--- config.mk ---
export PLATFORM = sky130hd
export DESIGN_NAME = mcu_exec_core
export DESIGN_NICKNAME = d
export VERILOG_FILES = /design/src/logic/mcu_exec_pkg.sv /design/src/logic/mcu_exec_alu.sv /design/src/logic/mcu_exec_core.sv
export VERILOG_INCLUDE_DIRS = /design/src /design/src/logic
export SDC_FILE = /design/constraint.sdc
export NUM_CORES = 1
export LEC_CHECK = 0
export BUFFER_PORTS_ARGS = -buffer_cell sky130_fd_sc_hd__buf_2
export CORE_MARGIN = 2
export CORE_UTILIZATION = 25
export DETAILED_ROUTE_END_ITERATION = 10
export HOLD_SLACK_MARGIN = 0.06
export REMOVE_ABC_BUFFERS = 1
export SYNTH_ARGS = -nofsm -noshare
export SYNTH_HDL_FRONTEND = slang
export SYNTH_SLANG_ARGS = --single-unit
--- constraint.sdc ---
create_clock -name hclk -period 6.4 [get_ports hclk]
set_input_delay 0.96 -clock hclk [delete_from_list [all_inputs] [get_ports hclk]]
set_output_delay 0.96 -clock hclk [all_outputs]
set_load 0.02 [all_outputs]
--- src/logic/mcu_exec_map.svh ---
// Offsets, field positions, reset values and counts of the execute block.
// Assumes byte addresses on a 32-bit AHB-Lite bus, one word per register.
`ifndef MCU_EXEC_MAP_SVH
`define MCU_EXEC_MAP_SVH

// ***
// Register offsets
// ***
`define MAP_CMD          5'h00
`define MAP_STATUS       5'h04
`define MAP_WORKING      5'h08
`define MAP_PC           5'h0c
`define MAP_WATCHDOG     5'h10
`define MAP_MEM_ADDR     5'h14
`define MAP_MEM_DATA     5'h18
`define MAP_STACK        5'h1c

// ***
// Field positions
// ***
`define CMD_OP_LSB       0
`define CMD_MADDR_LSB    8
`define CMD_IMM_LSB      16
`define ST_CARRY         0
`define ST_HALF_CARRY    1
`define ST_ZERO          2
`define ST_TIME_OUT      3
`define ST_POWER_DOWN    4
`define ST_GIE           5
`define ST_BUSY          6
`define ST_HALTED        7
`define ST_WAKE          8
`define WD_FIRST_SEEN    8
`define WD_SECOND_SEEN   9

// ***
// Reset values and counts
// ***
`define RST_WORKING      8'h00
`define RST_WATCHDOG     8'h00
`define WATCHDOG_TOP     8'hff
`define WATCHDOG_PRESCALE_DEFAULT 256
`define BCD_LIMIT        5'h09
`define BCD_FIX          5'h06

`endif

--- src/logic/mcu_exec_pkg.sv ---
// Types shared by the execute block and its arithmetic unit.
// Assumes nothing of its surroundings.
package mcu_exec_pkg;

    // Instruction codes, numbered 0 upward in this order.
    typedef enum logic [4:0] {
        op_nop, first_preclear_op, second_preclear_op,
        complement_in_place, complement_to_working, decimal_adjust_op,
        minus_one_op, minus_one_to_working, plus_one_op, plus_one_to_working,
        power_down_op, direct_branch_op, copy_mem_to_working,
        copy_imm_to_working, copy_working_to_mem, union_mem_to_working,
        union_imm_to_working, union_into_mem_op, pop_back_op,
        pop_back_imm_op, interrupt_exit_op, rotate_left_op,
        rotate_left_working, rotate_left_via_carry, rotate_left_via_carry_working
    } op_t;

    // Sequencer states.
    typedef enum logic [1:0] {seq_run, seq_pop, seq_halt} seq_t;

    // Result of one data operation.
    typedef struct packed {
        logic [7:0] value;
        logic       to_working;
        logic       to_mem;
        logic       set_zero;
        logic       set_carry;
        logic       carry;
    } exec_res_t;

    // Captured AHB address phase.
    typedef struct packed {
        logic       valid;
        logic       write;
        logic [4:0] addr;
    } bus_phase_t;

endpackage

--- src/logic/mcu_exec_alu.sv ---
// Data path of one instruction: value, destination and flag effects.
// Assumes the caller applies the result and owns all state.
`timescale 1ns/10ps
`default_nettype none
`include "mcu_exec_map.svh"
module mcu_exec_alu (
    input  wire logic                   carry,
    input  wire logic                   half_carry,
    input  wire logic [7:0]             working,
    input  wire logic [7:0]             operand,
    input  wire logic [7:0]             imm,
    input  wire mcu_exec_pkg::op_t      op,
    output mcu_exec_pkg::exec_res_t     res
);

    // ***
    // Operation select
    // ***
    // Only the fields an opcode names are raised; all else stays quiet.
    always_comb begin
        logic [4:0] lo;
        logic [4:0] hi;
        logic       nibble_carry_internal;
        lo = {1'b0, working[3:0]};
        hi = {1'b0, working[7:4]};
        nibble_carry_internal = 1'b0;
        res = '0;
        unique case (op)
            mcu_exec_pkg::complement_in_place: begin
                res.value = ~operand;
                res.to_mem = 1'b1;
                res.set_zero = 1'b1;
            end
            mcu_exec_pkg::complement_to_working: begin
                res.value = ~operand;
                res.to_working = 1'b1;
                res.set_zero = 1'b1;
            end
            mcu_exec_pkg::decimal_adjust_op: begin
                if (lo > `BCD_LIMIT || half_carry) begin
                    lo = lo + `BCD_FIX;
                end
                nibble_carry_internal = lo[4];
                hi = hi + {4'h0, nibble_carry_internal};
                if (hi > `BCD_LIMIT || carry) begin
                    hi = hi + `BCD_FIX;
                    res.carry = 1'b1;
                end else begin
                    res.carry = carry;
                end
                res.value = {hi[3:0], lo[3:0]};
                res.to_mem = 1'b1;
                res.set_carry = 1'b1;
            end
            mcu_exec_pkg::minus_one_op, mcu_exec_pkg::minus_one_to_working: begin
                res.value = operand - 8'h01;
                res.to_mem = (op == mcu_exec_pkg::minus_one_op);
                res.to_working = !res.to_mem;
                res.set_zero = 1'b1;
            end
            mcu_exec_pkg::plus_one_op, mcu_exec_pkg::plus_one_to_working: begin
                res.value = operand + 8'h01;
                res.to_mem = (op == mcu_exec_pkg::plus_one_op);
                res.to_working = !res.to_mem;
                res.set_zero = 1'b1;
            end
            mcu_exec_pkg::copy_mem_to_working: begin
                res.value = operand;
                res.to_working = 1'b1;
            end
            mcu_exec_pkg::copy_imm_to_working, mcu_exec_pkg::pop_back_imm_op: begin
                res.value = imm;
                res.to_working = 1'b1;
            end
            mcu_exec_pkg::copy_working_to_mem: begin
                res.value = working;
                res.to_mem = 1'b1;
            end
            mcu_exec_pkg::union_mem_to_working, mcu_exec_pkg::union_into_mem_op: begin
                res.value = working | operand;
                res.to_mem = (op == mcu_exec_pkg::union_into_mem_op);
                res.to_working = !res.to_mem;
                res.set_zero = 1'b1;
            end
            mcu_exec_pkg::union_imm_to_working: begin
                res.value = working | imm;
                res.to_working = 1'b1;
                res.set_zero = 1'b1;
            end
            mcu_exec_pkg::rotate_left_op, mcu_exec_pkg::rotate_left_working: begin
                res.value = {operand[6:0], operand[7]};
                res.to_mem = (op == mcu_exec_pkg::rotate_left_op);
                res.to_working = !res.to_mem;
            end
            mcu_exec_pkg::rotate_left_via_carry,
            mcu_exec_pkg::rotate_left_via_carry_working: begin
                res.value = {operand[6:0], carry};
                res.carry = operand[7];
                res.set_carry = 1'b1;
                res.to_mem = (op == mcu_exec_pkg::rotate_left_via_carry);
                res.to_working = !res.to_mem;
            end
            default: begin
                res = '0;
            end
        endcase
    end

endmodule
`default_nettype wire

--- src/logic/mcu_exec_core.sv ---
// Execute block of an 8-bit core: runs one instruction per command write.
// Assumes a single AHB-Lite master; data memory and stack live here.
//
// Overview of operation
// - Both preclear ops executed: watchdog zero, time-out and power-down flags clear.
// - Only one preclear op executed: just record it, counter and flags unchanged.
// - Complement in place inverts the memory byte, writes back, updates zero only.
// - Complement to working puts inverted byte in working register, zero only.
// - Decimal adjust: low nibble above 9 or half carry adds 6, makes nibble carry.
// - High nibble plus nibble carry above 9 or carry adds 6, sets carry; to memory.
// - Decrement writes byte minus one to memory or working register, zero only.
// - Increment writes byte plus one to memory or working register, zero only.
// - Power-down stops execution, keeps RAM and registers, PC plus one.
// - Power-down clears watchdog and prescaler, sets power-down, clears time-out.
// - Direct branch loads PC from the instruction, no flag touched.
// - Move immediate loads the 8-bit constant into working register, no flags.
// - Moves between working register and memory copy the byte, no flags.
// - No-operation only advances the program counter by one.
// - OR of working register with memory or immediate, result placed, zero only.
// - Plain return reloads PC from stack top over two cycles, no flags.
// - Return with constant also loads the immediate into the working register.
// - Interrupt return reloads PC and sets global interrupt enable.
// - Rotate left in place moves bit 7 into bit 0, no flags.
// - Rotate left to working writes only the working register, no flags.
// - Rotate through carry rotates byte and carry as nine bits.
// - Old carry enters bit 0, old bit 7 becomes carry; only carry changes.
`timescale 1ns/10ps
`default_nettype none
`include "mcu_exec_map.svh"
module mcu_exec_core #(
    parameter int DMEM_DEPTH        = 32,
    parameter int STACK_DEPTH       = 4,
    parameter int PC_WIDTH          = 13,
    parameter int WATCHDOG_PRESCALE = `WATCHDOG_PRESCALE_DEFAULT
) (
    input  wire logic                hclk,
    input  wire logic                hresetn,
    input  wire logic                hsel,
    input  wire logic [31:0]         haddr,
    input  wire logic [1:0]          htrans,
    input  wire logic                hwrite,
    input  wire logic [2:0]          hsize,
    input  wire logic [31:0]         hwdata,
    input  wire logic                hready,
    output logic [31:0]              hrdata,
    output logic                     hreadyout,
    output logic                     hresp,
    output logic [7:0]               working_register,
    output logic [PC_WIDTH-1:0]      program_counter,
    output logic                     global_interrupt_enable,
    output logic                     power_down_flag,
    output logic                     time_out_flag,
    output logic                     clock_stopped
);

    localparam int AW = $clog2(DMEM_DEPTH);
    localparam int SW = $clog2(STACK_DEPTH);

    // ***
    // State
    // ***
    typedef struct packed {
        mcu_exec_pkg::seq_t                   seq;
        mcu_exec_pkg::bus_phase_t             phase;
        logic [7:0]                           working_register;
        logic [PC_WIDTH-1:0]                  pc;
        logic                                 carry_flag;
        logic                                 half_carry_flag;
        logic                                 zero_flag;
        logic                                 time_out_flag;
        logic                                 power_down_flag;
        logic                                 global_interrupt_enable;
        logic                                 first_seen;
        logic                                 second_seen;
        logic [7:0]                           watchdog_counter;
        logic [15:0]                          prescaler;
        logic [AW-1:0]                        mem_addr;
        logic [DMEM_DEPTH-1:0][7:0]           dmem;
        logic [STACK_DEPTH-1:0][PC_WIDTH-1:0] stack;
        logic [SW:0]                          depth;
        logic [31:0]                          last_cmd;
    } state_t;

    state_t                  st;
    state_t                  next_st;
    mcu_exec_pkg::op_t       op;
    mcu_exec_pkg::exec_res_t res;
    logic [AW-1:0]           cmd_addr;
    logic [7:0]              cmd_imm;
    logic [SW-1:0]           top;

    // True when the captured data phase is a write to the given offset.
    function automatic logic hit_write(input mcu_exec_pkg::bus_phase_t p,
                                       input logic [4:0] ofs);
        hit_write = p.valid && p.write && (p.addr == ofs);
    endfunction

    // ***
    // Command fields
    // ***
    // Commands are decoded straight from hwdata in the write data phase.
    assign op       = mcu_exec_pkg::op_t'(hwdata[`CMD_OP_LSB +: 5]);
    assign cmd_addr = hwdata[`CMD_MADDR_LSB +: AW];
    assign cmd_imm  = hwdata[`CMD_IMM_LSB +: 8];
    assign top      = (st.depth == '0) ? '0 : SW'(st.depth - 1'b1);

    mcu_exec_alu u_alu (
        .carry      (st.carry_flag),
        .half_carry (st.half_carry_flag),
        .working    (st.working_register),
        .operand    (st.dmem[cmd_addr]),
        .imm        (cmd_imm),
        .op         (op),
        .res        (res)
    );

    // ***
    // Next state
    // ***
    // Order inside matters: register writes, then watchdog, then the
    // instruction, so that a watchdog set wins over a status write clear, and an instruction clear wins over it.
    always_comb begin
        logic tick;
        logic run;
        tick = 1'b0;
        run = 1'b0;
        next_st = st;

        // Address phase capture; this slave never stalls.
        next_st.phase.valid = hsel && hready && htrans[1];
        next_st.phase.write = hwrite;
        next_st.phase.addr  = haddr[4:0];

        // Plain register writes.
        if (hit_write(st.phase, `MAP_STATUS)) begin
            next_st.carry_flag = hwdata[`ST_CARRY];
            next_st.half_carry_flag = hwdata[`ST_HALF_CARRY];
            next_st.zero_flag = hwdata[`ST_ZERO];
            next_st.time_out_flag = hwdata[`ST_TIME_OUT];
            next_st.power_down_flag = hwdata[`ST_POWER_DOWN];
            next_st.global_interrupt_enable = hwdata[`ST_GIE];
            if (hwdata[`ST_WAKE] && st.seq == mcu_exec_pkg::seq_halt) begin
                next_st.seq = mcu_exec_pkg::seq_run;
            end
        end
        if (hit_write(st.phase, `MAP_WORKING)) begin
            next_st.working_register = hwdata[7:0];
        end
        if (hit_write(st.phase, `MAP_PC)) begin
            next_st.pc = hwdata[PC_WIDTH-1:0];
        end
        if (hit_write(st.phase, `MAP_MEM_ADDR)) begin
            next_st.mem_addr = hwdata[AW-1:0];
        end
        if (hit_write(st.phase, `MAP_MEM_DATA)) begin
            next_st.dmem[st.mem_addr] = hwdata[7:0];
        end
        // A push beyond the stack depth is dropped.
        if (hit_write(st.phase, `MAP_STACK) && st.depth != (SW+1)'(STACK_DEPTH)) begin
            next_st.stack[st.depth[SW-1:0]] = hwdata[PC_WIDTH-1:0];
            next_st.depth = st.depth + 1'b1;
        end

        // Watchdog keeps running while the clock is stopped, so it can wake the core.
        tick = (st.prescaler == 16'(WATCHDOG_PRESCALE - 1));
        next_st.prescaler = tick ? 16'h0000 : st.prescaler + 16'h0001;
        if (tick) begin
            next_st.watchdog_counter = st.watchdog_counter + 8'h01;
            if (st.watchdog_counter == `WATCHDOG_TOP) begin
                next_st.time_out_flag = 1'b1;
                if (st.seq == mcu_exec_pkg::seq_halt) begin
                    next_st.seq = mcu_exec_pkg::seq_run;
                end
            end
        end

        // Second cycle of every return.
        if (st.seq == mcu_exec_pkg::seq_pop) begin
            next_st.pc = st.stack[top];
            if (st.depth != '0) begin
                next_st.depth = st.depth - 1'b1;
            end
            next_st.seq = mcu_exec_pkg::seq_run;
        end

        // Instruction execution; refused while busy or stopped.
        run = hit_write(st.phase, `MAP_CMD) && st.seq == mcu_exec_pkg::seq_run;
        if (run) begin
            next_st.last_cmd = hwdata;
            next_st.pc = st.pc + 1'b1;
            if (res.to_working) begin
                next_st.working_register = res.value;
            end
            if (res.to_mem) begin
                next_st.dmem[cmd_addr] = res.value;
            end
            if (res.set_zero) begin
                next_st.zero_flag = (res.value == 8'h00);
            end
            if (res.set_carry) begin
                next_st.carry_flag = res.carry;
            end
            unique case (op)
                mcu_exec_pkg::first_preclear_op, mcu_exec_pkg::second_preclear_op: begin
                    if ((op == mcu_exec_pkg::first_preclear_op) ? st.second_seen
                                                                : st.first_seen) begin
                        next_st.watchdog_counter = `RST_WATCHDOG;
                        next_st.time_out_flag = 1'b0;
                        next_st.power_down_flag = 1'b0;
                        next_st.first_seen = 1'b0;
                        next_st.second_seen = 1'b0;
                    end else if (op == mcu_exec_pkg::first_preclear_op) begin
                        next_st.first_seen = 1'b1;
                    end else begin
                        next_st.second_seen = 1'b1;
                    end
                end
                mcu_exec_pkg::power_down_op: begin
                    next_st.seq = mcu_exec_pkg::seq_halt;
                    next_st.watchdog_counter = `RST_WATCHDOG;
                    next_st.prescaler = 16'h0000;
                    next_st.power_down_flag = 1'b1;
                    next_st.time_out_flag = 1'b0;
                end
                mcu_exec_pkg::direct_branch_op: begin
                    next_st.pc = hwdata[`CMD_IMM_LSB +: PC_WIDTH];
                end
                mcu_exec_pkg::pop_back_op, mcu_exec_pkg::pop_back_imm_op: begin
                    next_st.seq = mcu_exec_pkg::seq_pop;
                end
                mcu_exec_pkg::interrupt_exit_op: begin
                    next_st.seq = mcu_exec_pkg::seq_pop;
                    next_st.global_interrupt_enable = 1'b1;
                end
                default: begin
                    next_st.seq = mcu_exec_pkg::seq_run;
                end
            endcase
        end
    end

    // ***
    // State register
    // ***
    always_ff @(posedge hclk or negedge hresetn) begin
        if (!hresetn) begin
            st <= '0;
        end else begin
            st <= next_st;
        end
    end

    // ***
    // Read data and outputs
    // ***
    // Read data is a mux of flops, so a read right after a write sees it.
    always_comb begin
        hrdata = 32'h0000_0000;
        if (st.phase.valid && !st.phase.write) begin
            unique case (st.phase.addr)
                `MAP_CMD: hrdata = st.last_cmd;
                `MAP_STATUS: begin
                    hrdata[`ST_CARRY] = st.carry_flag;
                    hrdata[`ST_HALF_CARRY] = st.half_carry_flag;
                    hrdata[`ST_ZERO] = st.zero_flag;
                    hrdata[`ST_TIME_OUT] = st.time_out_flag;
                    hrdata[`ST_POWER_DOWN] = st.power_down_flag;
                    hrdata[`ST_GIE] = st.global_interrupt_enable;
                    hrdata[`ST_BUSY] = (st.seq == mcu_exec_pkg::seq_pop);
                    hrdata[`ST_HALTED] = (st.seq == mcu_exec_pkg::seq_halt);
                end
                `MAP_WORKING: hrdata[7:0] = st.working_register;
                `MAP_PC: hrdata[PC_WIDTH-1:0] = st.pc;
                `MAP_WATCHDOG: begin
                    hrdata[7:0] = st.watchdog_counter;
                    hrdata[`WD_FIRST_SEEN] = st.first_seen;
                    hrdata[`WD_SECOND_SEEN] = st.second_seen;
                end
                `MAP_MEM_ADDR: hrdata[AW-1:0] = st.mem_addr;
                `MAP_MEM_DATA: hrdata[7:0] = st.dmem[st.mem_addr];
                `MAP_STACK: hrdata[PC_WIDTH-1:0] = st.stack[top];
                default: hrdata = 32'h0000_0000;
            endcase
        end
    end

    // Zero wait states and always OKAY.
    assign hreadyout = 1'b1;
    assign hresp     = 1'b0;

    assign working_register        = st.working_register;
    assign program_counter         = st.pc;
    assign global_interrupt_enable = st.global_interrupt_enable;
    assign power_down_flag         = st.power_down_flag;
    assign time_out_flag           = st.time_out_flag;
    assign clock_stopped           = (st.seq == mcu_exec_pkg::seq_halt);

endmodule
`default_nettype wire

# Word-level counts from Yosys, hierarchy flattened
# Index checks and enable logic that the tools add are counted.
# Widths: inputs -> output; s select.
# word_totals
regBits,410
out_inout_bits,59
in_bits,74
word_cells,232
# op_classes
n_lt_le_gt_ge,9
add_sub_neg,10
muxes,70
n_eq_ne,38
bitwise_logic,3
reduce_logical,47
# op_table
operator,count
$mux 256,3
$bwmux 256,2
$pmux 8 s11,1
$bmux 8 s5,2
$demux 8 s5,2
$eq 5x5->1 const B,13
$mux 13,5
$mux 8,8
$bwmux 52,1
$eq 5x4->1 const B,10
$pmux 5 s8,1
$mux 16,2
$mux 32,1
$mux 30,1
$bmux 13 s2,1
$demux 13 s2,1
$eq 5x3->1 const B,5
$mux 2,11
$mux 22,1
$pmux 3 s7,1
$mux 19,1
$logic_and 1x1->1,17
$add 16x1->16 const B,1
$add 8x1->8 const B,2
48 further kinds,84

# Longest topological paths before layout
# depth
ltp_word,12
depth_mapped,18
mapped_depth_nobuf,13

# Modules after synthesis
# A second synthesis with hierarchy kept.
# unflattened
cells_unflattened,2670
area_unflattened_um2,26245.2
# by_module_without_submodules
module,instances,cells_each,area_each_um2,seq_area_each_um2
mcu_exec_core,1,2452,24691.2,10259.8
mcu_exec_alu,1,218,1554.0,0.0

# Worst setup path after synthesis
# No wires, ideal clock.
# synth_path
kind,in2reg
start,input port hwdata[9]
end,register st[377] in the netlist's numbering
slack_ps,2153
path_buffers,4
required_time_ps,6334
path_stages,17
t_arrival_ps,4181
setup_time_ps,66
path_cell_list,clkbuf_1 > buf_4 > buf_4 > mux4_2 > o21ai_0 > o22a_1 > o221ai_1 > fa_1 > a21o_1 > a21oi_1 > xnor2_1 > a21boi_0 > nor4bb_1 > clkbuf_1 > nor3b_1 > and4_1 > a31o_1
# synth_rtl
item,line,text
from (decl),mcu_exec_core.sv:43,"input wire logic [31:0] hwdata,"
to (signal assigned),mcu_exec_core.sv:249,st <= next_st;
to (decl),mcu_exec_core.sv:84,state_t st;

==> flow_metrics.env <==
export IMPL_grt_pass1_wl_mm=142
export IMPL_rows=118
export IMPL_crit_end="st[220]"
export IMPL_worst_slew_pin_slew_ps=1220
export IMPL_hp_class="primary input to async pin"
export IMPL_path_class="primary input to register"
export IMPL_die_h_um=326
export IMPL_r2r_end="st[285]"
export IMPL_path_clk_slew_ps=60
export IMPL_synth_edf_count=0
export IMPL_timing_critical_path_from="hwdata[9]"
export IMPL_fp_dieW_um=326
export IMPL_cp_num_cells=15
export IMPL_crit_chain="buf_6 -> buf_4 -> mux2i_1 -> o22ai_1 -> nor4_1 -> nand2_1 -> ha_1 -> a21oi_1 -> o2bb2ai_1 -> a222oi_1 -> o21ai_0 -> a211o_1 -> nor4_4 -> buf_12 -> a21oi_1"
export IMPL_placed_cells=3965
export IMPL_cts_sinks=410
export IMPL_slew_violations=0
export IMPL_syn_to_final_growth_pct=12.5
export IMPL_syn_area_sq_um=26000
export IMPL_post_cts_resized=0
export IMPL_grt_pass1_vias=20800
export IMPL_highest_layer="met5"
export IMPL_fillerInstances=10800
export IMPL_syn_inst=2687
export IMPL_ant_nets=0
export IMPL_start_kind="primary input"
export IMPL_dpl_cell_area_sq_um=27700
export IMPL_dp_hpwl_mm=64.2
export IMPL_seq_area_sq_um=10300
export IMPL_clock_path_buffers=3
export IMPL_yosys_warnings=0
export IMPL_portBuffers=99
export IMPL_post_cts_buffers=0
export IMPL_p_leak_nw=12.2
export IMPL_timing_final_crit_share=0.824
export IMPL_worst_ir_drop_vdd_uv=220
export IMPL_ctsHoldBuffers=0
export IMPL_wirelength_mm=94.2
export IMPL_post_route_min_period_ps=5270
export IMPL_initial_core_util=0.252
export IMPL_diodes=0
export IMPL_r2r_slack_ps=2010
export IMPL_synth_area_per_cell_sq_um=9.66
export IMPL_crit_arrival_ps=5710
export IMPL_seq_area_frac_synth=0.395
export IMPL_status="completed"
export IMPL_async_flop_share=1.00
export IMPL_gp_congestion=0.987
export IMPL_layout_drive_gt1_share=0.183
export IMPL_pwr_share_comb=0.168
export IMPL_slew_headroom=0.181
export IMPL_fin_ws_ps=1130
export IMPL_ys_flop_type="dfrtp_1"
export IMPL_finalHoldViolations=0
export IMPL_worst_path_max_delay_cell="nor4_1"
export IMPL_cp_required_ps=6840
export IMPL_r2r_start="st[328]"
export IMPL_antenna_found_initial=4
export IMPL_crit_fanout=55
export IMPL_fin_area_sq_um=29200
export IMPL_wl_met3_mm=8.29
export IMPL_crit_buf_inv=3
export IMPL_r2r_cells=13
export IMPL_instances_no_fill=4051
export IMPL_fin_nets=2727
export IMPL_viasPerCell=5.42
export IMPL_num_io_pins=133
export IMPL_final_util=0.283
export IMPL_cp_top_family="compound AO/OA/AOI/OAI gates"
export IMPL_design_core_area_sq_um=103000
export IMPL_hold_ws_ps=346
export IMPL_dr_pass1_iters=6
export IMPL_tns_ps=0
export IMPL_clock_skew_final_ps=17.3
export IMPL_p_int_mw=4.65
export IMPL_power_total_mw=6.75
export IMPL_ys_types=84
export IMPL_wl_met1_mm=40.9
export IMPL_power_switching_mw=2.10
export IMPL_clk_latency_ps=610
export IMPL_cts_tree="built"
export IMPL_drtIter0Drc=2499
export IMPL_track_usage=0.172
export IMPL_h_tree_depth=2
export IMPL_drv_cap=0
export IMPL_setup_viol=0
export IMPL_power_density_nw_per_um2=231
export IMPL_post_place_ws_ps=627
export IMPL_grt_overflow=0
export IMPL_cts_buffers=46
export IMPL_swShare=0.311
export IMPL_clkPwrFrac=0.407
export IMPL_die_area_sq_um=106000
export IMPL_wl_per_cell_um=23.2
export IMPL_seq_power_share=0.425
export IMPL_drcViolationCount=0
export IMPL_num_vias=21900
export IMPL_ys_seq_elements=410
export IMPL_cts_root_buf="clkbuf_16"
export IMPL_rsz0062_at_grt="false"
export IMPL_multi_input_area_sq_um=14500
export IMPL_wl_met2_mm=41.6
export IMPL_critPathMaxStageDelay_ps=730
export IMPL_grt_max_degree=132
export IMPL_fmax_mhz=190
export IMPL_cpMostUsedCell="a21oi_1"
export IMPL_cp_end_kind="register"
-- area by class of cell --
class	count	share of cell area
inverter	16	0.00206
clock buffer	65	0.0449
tap	1380	0.0591
clock inverter	21	0.00737
multi-input combinational	1990	0.497
sequential	410	0.351
timing repair buffer	169	0.0385
-- worst register-to-register path: stages, from the launching register on --
cell and delay [ps]:
dfrtp_1 420, mux4_2 480, mux2i_1 420, o22a_1 200, o221ai_1 400, fa_1 610
a21o_1 190, a21oi_1 220, o21ai_0 140, xor2_1 160, a22oi_1 270, and3_1 220
buf_4 340, a21oi_1 160
-- sequential cells by signal, indices dropped and copies added (netlist names) --
register and flops:
power_down_flag 1, time_out_flag 1, working_register 8, global_interrupt_enable 1, st 386, program_counter 13
-- worst min path at each step --
stage | end | slack (ps) | depth (start not counted)
after floorplan | st[13] | 430 | 2
after global placement | st[26] | 450 | 2
after detailed placement | st[15] | 450 | 2
after CTS | st[340] | 390 | 1
after global routing | st[332] | 410 | 1
final | st[340] | 350 | 1
-- power groups by stage --
stage	Sequential, mW	Clock (mW)	Combinational [mW]
floorplan	2.91	0	0.578
global placement	2.91	0	1.11
detailed placement	2.92	0	1.12
CTS	2.87	2.79	1.12
global route	2.89	2.89	1.22
finish	2.87	2.75	1.14
-- layout by cell type (no fill, tap or decap), types with 6 or more instances in the layout --
cell type    n
o211ai_1    17
buf_12       7
xnor2_1     18
buf_2       97
nor4_1      14
xor2_1      23
or3_1        6
and2_1      29
clkinv_2    10
clkbuf_8     9
nor4_2       7
o21ai_0     72
dfrtp_1    408
mux4_2      87
nand4_1     10
a22o_1      13
a222oi_1     7
a22oi_1     11
mux2i_1    162
buf_4       63
inv_1       15
nor3_1      14
and3_1      23
ha_1        19
or2_2        6
nor2_1     198
mux2_2     121
nand3_1     33
nand2b_1     8
clkbuf_1    10
a211oi_1   200
a221oi_1     8
a21oi_1    315
nor2b_1    195
nand2_1    213
clkbuf_16   46
o22ai_1     69
-- logic make-up after synthesis --
logic type / synth area share
adders and majority gates: 0.00993
DFF: 0.395
other: 0.000289
buffers and inverters: 0.0495
xor gates and xnor gates: 0.0138
muxes: 0.190
and+or+nand+nor: 0.159
AOI/OAI and AO/OA: 0.182
-- synthesized netlist by cell type (all sizes together), types with 4 or more instances --
library cell,number,area share
a31oi,4,0.00096
nor4b,6,0.0033
or2,7,0.0017
dfrtp,410,0.40
nor3b,5,0.0014
clkbuf,178,0.026
o31ai,4,0.0012
a22oi,11,0.0032
a22o,13,0.0044
nand2b,8,0.0019
o22ai,70,0.017
o211ai,17,0.0049
nor4,23,0.0071
buf,93,0.021
and2,30,0.0072
a211oi,202,0.059
or3,6,0.0014
nor3,15,0.0031
nor2b,195,0.047
a221oi,8,0.0027
nand2,215,0.031
nand4,10,0.0024
nand3,34,0.0066
a21oi,316,0.061
nor2,198,0.029
nand4bb,5,0.0022
xnor2,18,0.0061
xor2,23,0.0078
mux2,121,0.052
and3,23,0.0055
o21ai,72,0.014
a222oi,7,0.0027
nand4b,4,0.0013
mux2i,162,0.062
or4b,6,0.0023
inv,15,0.0022
mux4,87,0.075
ha,19,0.0092
-- layer usage --
metal  vias up  GRT usage
met2      1024      0.262
li1       9731          -
met1     11000      0.242
met5         -          0
met3       177     0.0383
met4         2     0.0552
Note: power is estimated with default switching activity, not from simulation.
